### src/verilog/ipf_cfg.svh
// Purpose: offsets, field positions and reset values of the priority fields
// Assumes: 16-bit registers on a plain strobe port
// Notes: definitions only
`ifndef IPF_CFG_SVH
`define IPF_CFG_SVH
`define IPF_ADDR_W 4
`define IPF_OFS_CAPDMA 4'h0
`define IPF_OFS_TMRTWI 4'h1
`define IPF_FIELD_W 3
`define IPF_LSB_F3 12
`define IPF_LSB_F2 8
`define IPF_LSB_F1 4
`define IPF_LSB_F0 0
`define IPF_FIELD_RESET 3'h4
`define IPF_IMPL_MASK 16'h7777
`endif

### src/verilog/ipf_pkg.sv
// Purpose: types shared by the priority field block
// Assumes: nothing
// Notes: constants live in ipf_cfg.svh
package ipf_pkg;
   typedef logic [2:0] ipf_level_t;
   typedef logic [15:0] ipf_word_t;
endpackage

### src/verilog/ipf_field.sv
// Purpose: one 3-bit priority field with its request gate
// Assumes: write enable already decoded for this field
// Notes: level zero masks the source
`timescale 1ns/1ps
`include "ipf_cfg.svh"
module ipf_field (
   input wire logic clock,
   input wire logic rst_n,
   input wire logic writeEn,
   input wire ipf_pkg::ipf_level_t writeVal,
   input wire logic srcReq,
   output ipf_pkg::ipf_level_t level,
   output logic reqOut
);
   always_ff @(posedge clock) begin
      if (!rst_n) begin
         level <= `IPF_FIELD_RESET;
      end else if (writeEn) begin
         level <= writeVal;
      end
   end

   always_ff @(posedge clock) begin
      if (!rst_n) begin
         reqOut <= 1'b0;
      end else begin
         // 000 disables, 001..111 keep the source live
         reqOut <= srcReq && (level != 3'h0);
      end
   end
endmodule

### src/verilog/ipf_regs.sv
// Notes on behaviour
// - Field code 111 means priority level 7, the highest.
// - Field code 001 means level 1, lowest enabled; codes between scale linearly.
// - Field code 000 disables the source; it never requests.
// - Bits 15, 11, 7 and 3 are unimplemented and read zero.
// - Second register: timer 8 14-12, master 10-8, slave 6-4, timer 7 2-0.
// - First register: capture 5, 4, 3 in 14-12, 10-8, 6-4; DMA done 2-0.
// - Reset loads every field with 100 and clears unused bits.
//
// Purpose: two priority control registers feeding per-source level outputs
// Assumes: synchronous source request levels from the same clock domain
// Notes: outputs are registered; a request shows its level one cycle after the field
//
// The strobed register port and the address map are this design's own decisions.
`timescale 1ns/1ps
`include "ipf_cfg.svh"
module ipf_regs (
   input wire logic clock,
   input wire logic rst_n,
   input wire logic [`IPF_ADDR_W-1:0] addr,
   input wire logic [15:0] wrData,
   input wire logic wrStb,
   input wire logic rdStb,
   output ipf_pkg::ipf_word_t rdData,
   input wire logic [7:0] srcReq,
   output logic [7:0] srcActive,
   output logic [23:0] srcLevel,
   output ipf_pkg::ipf_level_t topLevel,
   output logic [2:0] topSource,
   output logic topValid
);
   // Source order: 0 dma, 1 cap3, 2 cap4, 3 cap5, 4 tmr7, 5 slave, 6 master, 7 tmr8
   localparam int LSB [4] = '{`IPF_LSB_F0, `IPF_LSB_F1, `IPF_LSB_F2, `IPF_LSB_F3};
   ipf_pkg::ipf_level_t level [8];
   logic [7:0] gated;
   logic wrCapDma;
   logic wrTmrTwi;
   ipf_pkg::ipf_word_t capDmaWord;
   ipf_pkg::ipf_word_t tmrTwiWord;
   ipf_pkg::ipf_level_t next_topLevel;
   logic [2:0] next_topSource;

   assign wrCapDma = wrStb && (addr == `IPF_OFS_CAPDMA);
   assign wrTmrTwi = wrStb && (addr == `IPF_OFS_TMRTWI);

   for (genvar i = 0; i < 8; i++) begin : g_field
      ipf_field u_field (
         .clock(clock),
         .rst_n(rst_n),
         .writeEn(i < 4 ? wrCapDma : wrTmrTwi),
         .writeVal(wrData[LSB[i%4] +: 3]),
         .srcReq(srcReq[i]),
         .level(level[i]),
         .reqOut(gated[i])
      );
   end

   always_comb begin
      capDmaWord = 16'h0000;
      tmrTwiWord = 16'h0000;
      for (int k = 0; k < 4; k++) begin
         capDmaWord[LSB[k] +: 3] = level[k];
         tmrTwiWord[LSB[k] +: 3] = level[k+4];
      end
   end

   always_ff @(posedge clock) begin
      if (!rst_n) begin
         rdData <= 16'h0000;
      end else if (rdStb) begin
         case (addr)
            `IPF_OFS_CAPDMA: rdData <= capDmaWord & `IPF_IMPL_MASK;
            `IPF_OFS_TMRTWI: rdData <= tmrTwiWord & `IPF_IMPL_MASK;
            default: rdData <= 16'h0000;
         endcase
      end else begin
         rdData <= 16'h0000;
      end
   end

   always_ff @(posedge clock) begin
      if (!rst_n) begin
         srcActive <= 8'h00;
         srcLevel <= 24'h000000;
      end else begin
         srcActive <= gated;
         for (int k = 0; k < 8; k++) begin
            srcLevel[3*k +: 3] <= gated[k] ? level[k] : 3'h0;
         end
      end
   end

   // Highest numeric level wins; ties go to the lowest source index
   always_comb begin
      next_topLevel = 3'h0;
      next_topSource = 3'h0;
      for (int k = 0; k < 8; k++) begin
         if (gated[k] && level[k] > next_topLevel) begin
            next_topLevel = level[k];
            next_topSource = 3'(k);
         end
      end
   end

   always_ff @(posedge clock) begin
      if (!rst_n) begin
         topLevel <= 3'h0;
         topSource <= 3'h0;
         topValid <= 1'b0;
      end else begin
         topLevel <= next_topLevel;
         topSource <= next_topSource;
         topValid <= |gated;
      end
   end

   AST_RESET_FIELDS: assert property (@(posedge clock)
      !rst_n |=> (level[0] == 3'h4 && level[7] == 3'h4))
      else $error("field not at reset level");
   AST_UNUSED_ZERO: assert property (@(posedge clock) disable iff (!rst_n)
      rdStb |=> (rdData & 16'h8888) == 16'h0000)
      else $error("unimplemented bit read nonzero");
   AST_WRITE_READ: assert property (@(posedge clock) disable iff (!rst_n)
      (wrStb && addr == `IPF_OFS_TMRTWI) ##1 (rdStb && addr == `IPF_OFS_TMRTWI && !wrStb)
      |=> rdData == ($past(wrData, 2) & 16'h7777))
      else $error("readback differs from write");
   AST_CAP_FIELD: assert property (@(posedge clock) disable iff (!rst_n)
      wrCapDma |=> level[3] == $past(wrData[14:12]))
      else $error("capture 5 field misplaced");
   AST_TMR_FIELD: assert property (@(posedge clock) disable iff (!rst_n)
      wrTmrTwi |=> level[4] == $past(wrData[2:0]))
      else $error("timer 7 field misplaced");
   AST_DISABLED: assert property (@(posedge clock) disable iff (!rst_n)
      level[0] == 3'h0 |=> ##1 !srcActive[0])
      else $error("disabled source active");
   AST_ENABLED_LOW: assert property (@(posedge clock) disable iff (!rst_n)
      (level[1] == 3'h1 && srcReq[1]) |=> ##1 srcActive[1])
      else $error("level 1 source not active");
   AST_TOP_SEVEN: assert property (@(posedge clock) disable iff (!rst_n)
      (gated[7] && level[7] == 3'h7) |=> (topValid && topLevel == 3'h7))
      else $error("level 7 did not win");

   // Assertion helpers only; nothing here reaches a port
   logic [23:0] levelBus;
   logic [7:0] fieldLive;
   logic [7:0] outranks;
   logic [7:0] tieBelow;
   logic allAtReset;

   always_comb begin
      levelBus = 24'h000000;
      fieldLive = 8'h00;
      allAtReset = 1'b1;
      for (int k = 0; k < 8; k++) begin
         levelBus[3*k +: 3] = level[k];
         fieldLive[k] = (level[k] != 3'h0);
         if (level[k] != `IPF_FIELD_RESET) begin
            allAtReset = 1'b0;
         end
      end
   end

   // A wrong winner shows as a gated source above it, or an equal one below it
   always_comb begin
      outranks = 8'h00;
      tieBelow = 8'h00;
      for (int k = 0; k < 8; k++) begin
         outranks[k] = gated[k] && (level[k] > next_topLevel);
         tieBelow[k] = gated[k] && (level[k] == next_topLevel) && (3'(k) < next_topSource);
      end
   end

   AST_RESET_ALL: assert property (@(posedge clock)
      !rst_n |=> allAtReset)
      else $error("a field missed its reset level");
   AST_RESET_OUTS: assert property (@(posedge clock)
      !rst_n |=> (rdData == 16'h0000 && srcActive == 8'h00 && srcLevel == 24'h000000 && !topValid))
      else $error("outputs not cleared by reset");
   AST_IDLE_READ: assert property (@(posedge clock) disable iff (!rst_n)
      !rdStb |=> rdData == 16'h0000)
      else $error("read data outside its cycle");
   AST_READ_CAPDMA: assert property (@(posedge clock) disable iff (!rst_n)
      (rdStb && addr == `IPF_OFS_CAPDMA) |=> rdData == {1'b0, $past(level[3]), 1'b0,
         $past(level[2]), 1'b0, $past(level[1]), 1'b0, $past(level[0])})
      else $error("first register read misplaced");
   AST_READ_TMRTWI: assert property (@(posedge clock) disable iff (!rst_n)
      (rdStb && addr == `IPF_OFS_TMRTWI) |=> rdData == {1'b0, $past(level[7]), 1'b0,
         $past(level[6]), 1'b0, $past(level[5]), 1'b0, $past(level[4])})
      else $error("second register read misplaced");
   AST_READ_UNMAPPED: assert property (@(posedge clock) disable iff (!rst_n)
      (rdStb && addr != `IPF_OFS_CAPDMA && addr != `IPF_OFS_TMRTWI) |=> rdData == 16'h0000)
      else $error("unmapped read nonzero");
   AST_WRITE_CAPDMA: assert property (@(posedge clock) disable iff (!rst_n)
      wrCapDma |=> levelBus[11:0] == $past({wrData[14:12], wrData[10:8], wrData[6:4],
         wrData[2:0]}))
      else $error("first register write landed wrong");
   AST_WRITE_TMRTWI: assert property (@(posedge clock) disable iff (!rst_n)
      wrTmrTwi |=> levelBus[23:12] == $past({wrData[14:12], wrData[10:8], wrData[6:4],
         wrData[2:0]}))
      else $error("second register write landed wrong");
   AST_CAPDMA_KEEPS: assert property (@(posedge clock) disable iff (!rst_n)
      wrCapDma |=> $stable(levelBus[23:12]))
      else $error("first register write disturbed second");
   AST_TMRTWI_KEEPS: assert property (@(posedge clock) disable iff (!rst_n)
      wrTmrTwi |=> $stable(levelBus[11:0]))
      else $error("second register write disturbed first");
   AST_NO_WRITE_HOLD: assert property (@(posedge clock) disable iff (!rst_n)
      !(wrCapDma || wrTmrTwi) |=> $stable(levelBus))
      else $error("field changed without a write");
   AST_CAPDMA_READBACK: assert property (@(posedge clock) disable iff (!rst_n)
      (wrCapDma ##1 (rdStb && addr == `IPF_OFS_CAPDMA && !wrStb))
      |=> rdData == ($past(wrData, 2) & `IPF_IMPL_MASK))
      else $error("first register readback differs");
   AST_LIVE_GATED: assert property (@(posedge clock) disable iff (!rst_n)
      $past(rst_n) |-> gated == $past(srcReq & fieldLive))
      else $error("request gate wrong");
   AST_ACTIVE_FOLLOWS: assert property (@(posedge clock) disable iff (!rst_n)
      $past(rst_n) |-> srcActive == $past(gated))
      else $error("active output lags wrongly");
   AST_LEVEL_MASKED: assert property (@(posedge clock) disable iff (!rst_n)
      ($past(rst_n) && !$past(gated[0])) |-> srcLevel[2:0] == 3'h0)
      else $error("idle source shows a level");
   AST_LEVEL_SHOWN: assert property (@(posedge clock) disable iff (!rst_n)
      ($past(rst_n) && $past(gated[7])) |-> srcLevel[23:21] == $past(level[7]))
      else $error("active source level wrong");
   AST_VALID_ANY: assert property (@(posedge clock) disable iff (!rst_n)
      $past(rst_n) |-> topValid == ($past(gated) != 8'h00))
      else $error("winner valid flag wrong");
   AST_NONE_ZERO: assert property (@(posedge clock) disable iff (!rst_n)
      !topValid |-> (topLevel == 3'h0 && topSource == 3'h0))
      else $error("winner shown with no request");
   AST_NO_OUTRANK: assert property (@(posedge clock) disable iff (!rst_n)
      outranks == 8'h00)
      else $error("a higher level lost");
   AST_TIE_LOW: assert property (@(posedge clock) disable iff (!rst_n)
      tieBelow == 8'h00)
      else $error("tie not given to lowest index");
   AST_WINNER_REAL: assert property (@(posedge clock) disable iff (!rst_n)
      next_topLevel != 3'h0 |-> (gated[next_topSource] && level[next_topSource] == next_topLevel))
      else $error("winner not a live source");
   AST_TOP_REG: assert property (@(posedge clock) disable iff (!rst_n)
      $past(rst_n) |-> (topLevel == $past(next_topLevel) && topSource == $past(next_topSource)))
      else $error("winner output not registered");
endmodule

### config.mk
export PLATFORM = sky130hd
export DESIGN_NAME = ipf_regs
export DESIGN_NICKNAME = d
export VERILOG_FILES = /design/src/verilog/ipf_pkg.sv /design/src/verilog/ipf_field.sv /design/src/verilog/ipf_regs.sv
export VERILOG_INCLUDE_DIRS = /design/src /design/src/verilog
export SDC_FILE = /design/constraint.sdc
export NUM_CORES = 1
export LEC_CHECK = 0
export BUFFER_PORTS_ARGS = -buffer_cell sky130_fd_sc_hd__buf_2
export CAP_MARGIN = 10
export CORE_MARGIN = 4
export CORE_UTILIZATION = 30
export CTS_CLUSTER_DIAMETER = 60
export DETAILED_ROUTE_END_ITERATION = 6
export HOLD_SLACK_MARGIN = 0.08
export PLACE_DENSITY = 0.56
export SYNTH_ARGS = -nofsm -noshare
export SYNTH_HDL_FRONTEND = slang
export SYNTH_HIERARCHICAL = 1
export SYNTH_SLANG_ARGS = --single-unit
### constraint.sdc
create_clock -name clock -period 10.85 [get_ports clock]
set_input_delay 2.17 -clock clock [delete_from_list [all_inputs] [get_ports clock]]
set_output_delay 2.17 -clock clock [all_outputs]
set_load 0.01 [all_outputs]
==> key figures <==
GRT
  – First-pass GRT wire length: 16300 um
  – Top Usage Layer GRT: met2
  – Vias in the first global route: 3183
  – GRT Total Usage: 0.141
  – Met3 Track Usage GR: 0.0351
  – Initial antenna violation count: 1
  – GR Util met1: 0.187
  – Largest net degree at the start of global routing: 68
  – Met2 Usage GRT: 0.221
  – GR Overflow Total: 0

Clocking
  – TritonCTS clock tree: built
  – TritonCTS buffer count: 9
  – Clock Path Buffers: 2
  – Root buf cell: clkbuf_16
  – CTS Sinks: 83
  – Worst-path clk slew: 0.06 ns
  – Post_cts resized: 0
  – Clk_lat worst skew: 0.34 ns
  – Hold_buf cts: 0
  – Post-CTS Setup Bufs: 0
  – H-Tree Depth: 3

STA
  – F_max: 104 MHz
  – Slew Viols, Final: 0
  – Clock Skew: 0.0101 ns
  – Hold Vio Cnt, Final: 0
  – Total Neg Setup Slack: 0 ns
  – Period minus WS final: 9.60 ns
  – Slew of the pin with the lowest slew margin: 0.789 ns
  – # setup viols final: 0
  – RSZ-0062 raised after global routing: false
  – Worst slew margin: 0.474
  – Crit share post-route: 0.885

Pwr
  – Comb pwr share: 0.119
  – Pwr dens: 154 mW/mm^2
  – Net switching power figure: 0.183 mW
  – Reg power frac: 0.447
  – Leak: 2.00 nW
  – Design internal power: 0.538 mW
  – Clock power share: 0.435
  – Switch share: 0.253
  – Worst VDD drop: 79.4 uV

Critical path
  – Max incr delay on CP: 0.49 ns
  – Crit end category: flop
  – Data required time of the worst path: 11.08 ns
  – Most frequent CP cell: ha_1
  – Crit Path Class: reg -> reg
  – CP arrival: 9.83 ns
  – Critical R2R Launch: g_field[0].u_field/reqOut
  – FF-to-FF setup slack: 1.25 ns
  – Max FO, Critical Path: 10
  – Slowest CP cell: dfxtp_1
  – R2R depth: 46
  – Reg2reg end: topLevel[1]
  – Startpoint types: flop

Synth
  – Synth Flop Type: dfxtp_1
  – Syn Area/Cell: 9.73 um^2
  – Seq cells post-synth: 83
  – Post-synthesis sequential area ratio: 0.438
  – Yosys top cell by area: dfxtp_1
  – Number of enable flip-flop cells after synthesis: 0
  – Post-synth top area share: 0.438
  – Post-Syn Instances: 390
  – Yosys warnings: 6
  – Synth cell types: 62
  – Mapped cell area: 0.00380 mm^2
  – Top post-synthesis cells by area: dfxtp_1 44%, mux2i_1 6.9%, ha_1 4.3%
  – Async SR Flop Fraction: 0

Floorplanning
  – Total die area: 0.0145 mm^2
  – Initial core utilization: 0.311
  – Rows: 40
  – I/O pins: 87
  – Die X: 120 um
  – Core Area: 0.0122 mm^2
  – Die height: 120 um

Finish
  – Filler instances: 1278
  – Area of the multi-input gates: 0.00201 mm^2
  – Nets: 516
  – Antenna diodes: 0
  – Share of cells above drive strength 1: 0.258
  – Register area: 0.00166 mm^2
  – Area Overhead vs Synth: 23.1%
  – Final core utilization: 0.383

Detailed routing
  – Via Count: 3155
  – DR pass1 iterations: 4
  – Final WL: 9980 um
  – Antenna-violating nets left: 0
  – WL per Instance: 15.5 um
  – Initial DRC Count: 269
  – Residual DRC: 0
  – DR vias/cell: 4.90

Placed design
  – GP Congestion: 0.854
  – PortBufs: 78
  – Dpl hpwl: 7450 um

Hold path
  – Hold depth: 1
  – Worst-case hold path end point: srcActive[7]
  – Worst hold path type: reg -> reg
  – Hold path start: g_field[7].u_field/reqOut

Job
  – Max Cap Viol: 0

Status
  – Outcome: complete, no violations
power by group through the flow:
stage	Combinational, mW	Sequential (mW)	Clock (mW)
after floorplan	0.0586	0.329	0
after global placement	0.0833	0.329	0
after detailed placement	0.0858	0.329	0
after CTS	0.0861	0.322	0.319
after global routing	0.0966	0.323	0.333
final	0.0856	0.322	0.313
state kept, by name, indices dropped and copies added, names as in the netlist:
| register | flops |
|---|---|
| g_field.u_field/level | 24 |
| srcActive | 8 |
| g_field.u_field/reqOut | 8 |
| rdData | 12 |
| topValid | 1 |
| srcLevel | 24 |
| topSource | 3 |
| topLevel | 3 |
metrics by stage:
stage | std cells | hold slack [ns] | area, um^2 | setup slack [ns] | power (mW)
6_report | 644 | 0.544 | 4670 | 1.25 | 0.721
4_1_cts | 644 | 0.552 | 4670 | 1.32 | 0.727
3_3_place_gp | 628 | 0.541 | 4370 | 1.54 | 0.412
5_1_grt | 644 | 0.573 | 4670 | 0.428 | 0.753
3_5_place_dp | 628 | 0.538 | 4370 | 1.31 | 0.415
2_1_floorplan | 393 | 0.493 | 3810 | 2.81 | 0.387
cells by family (layout without fill, tap and decap cells):
kind of cell             Yosys count  after routing  share of synthesized area
AO/OA/AOI/OAI                     91             91                      0.207
adder cells (fa/ha/maj)           15             15                     0.0485
buffers and inverters             33            116                     0.0392
flip-flops                        83             83                      0.438
multiplexers                      26             26                     0.0686
other                              1              4                   0.000988
AND/OR/NAND/NOR                  141            141                      0.198
critical path: cells and delay by family (launching register included):
family / cells / cell delay [ns]
flip-flops: 1 / 0.49
buffers and inverters: 1 / 0.10
multiplexers: 1 / 0.19
AND/OR/NAND/NOR: 19 / 2.82
adder cells (fa/ha/maj): 7 / 1.92
AO/OA/AOI/OAI: 18 / 3.98
Yosys cell counts (4+ instances only):
| master | number |
|---|---|
| a22oi_1 | 14 |
| a21oi_1 | 11 |
| nor4_1 | 4 |
| o21ai_1 | 4 |
| inv_1 | 18 |
| nor2_1 | 27 |
| clkbuf_1 | 7 |
| nand3_1 | 6 |
| o21ai_0 | 10 |
| a31oi_1 | 4 |
| and3_1 | 23 |
| nor3_1 | 8 |
| nor2b_1 | 19 |
| mux2i_1 | 26 |
| o311a_1 | 8 |
| nand2_1 | 28 |
| buf_4 | 4 |
| dfxtp_1 | 83 |
| and2_1 | 16 |
| ha_1 | 13 |
cell type report:
class | count | area share
multi-input combinational | 277 | 0.430
timing repair buffer | 81 | 0.0883
tap | 168 | 0.0450
clock inverter | 6 | 0.0150
clock buffer | 10 | 0.0511
sequential | 83 | 0.355
inverter | 19 | 0.0153
cells in the final DEF, fill, tap and decap left out, drive strengths merged, types with 3 or more instances in the layout:
cell | Yosys | routed
clkbuf | 7 | 10
nor3 | 8 | 8
nor2 | 27 | 27
mux2i | 26 | 26
and2 | 16 | 16
dfxtp | 83 | 83
nand2 | 29 | 29
o311a | 8 | 8
a22oi | 16 | 16
o21ai | 15 | 15
conb | 1 | 4
o21bai | 3 | 3
o21a | 3 | 3
ha | 13 | 13
a31oi | 4 | 4
a21o | 3 | 3
and3 | 23 | 23
a211o | 3 | 3
buf | 7 | 81
nand3 | 7 | 7
nor2b | 19 | 19
nor4 | 5 | 5
inv | 19 | 22
a21oi | 11 | 11
o22ai | 3 | 3
routing by layer:
layer / up-vias / wire length, um
li1: 1575 / -
met1: 1475 / 4620
met5: - / 13
met3: 15 / 641
met4: 2 / 195
met2: 88 / 4520
how the worst max path moves through the flow:
stage                  end                 startpoint
2_1_floorplan  topLevel[0]  g_field[0].u_field/reqOut
3_3_place_gp   topLevel[0]  g_field[0].u_field/reqOut
3_5_place_dp   topLevel[0]  g_field[0].u_field/reqOut
4_1_cts        topLevel[0]  g_field[0].u_field/reqOut
5_1_grt        topLevel[0]  g_field[0].u_field/reqOut
6_report       topLevel[1]  g_field[0].u_field/reqOut
No activity file was read; power rests on OpenSTA's default activity.
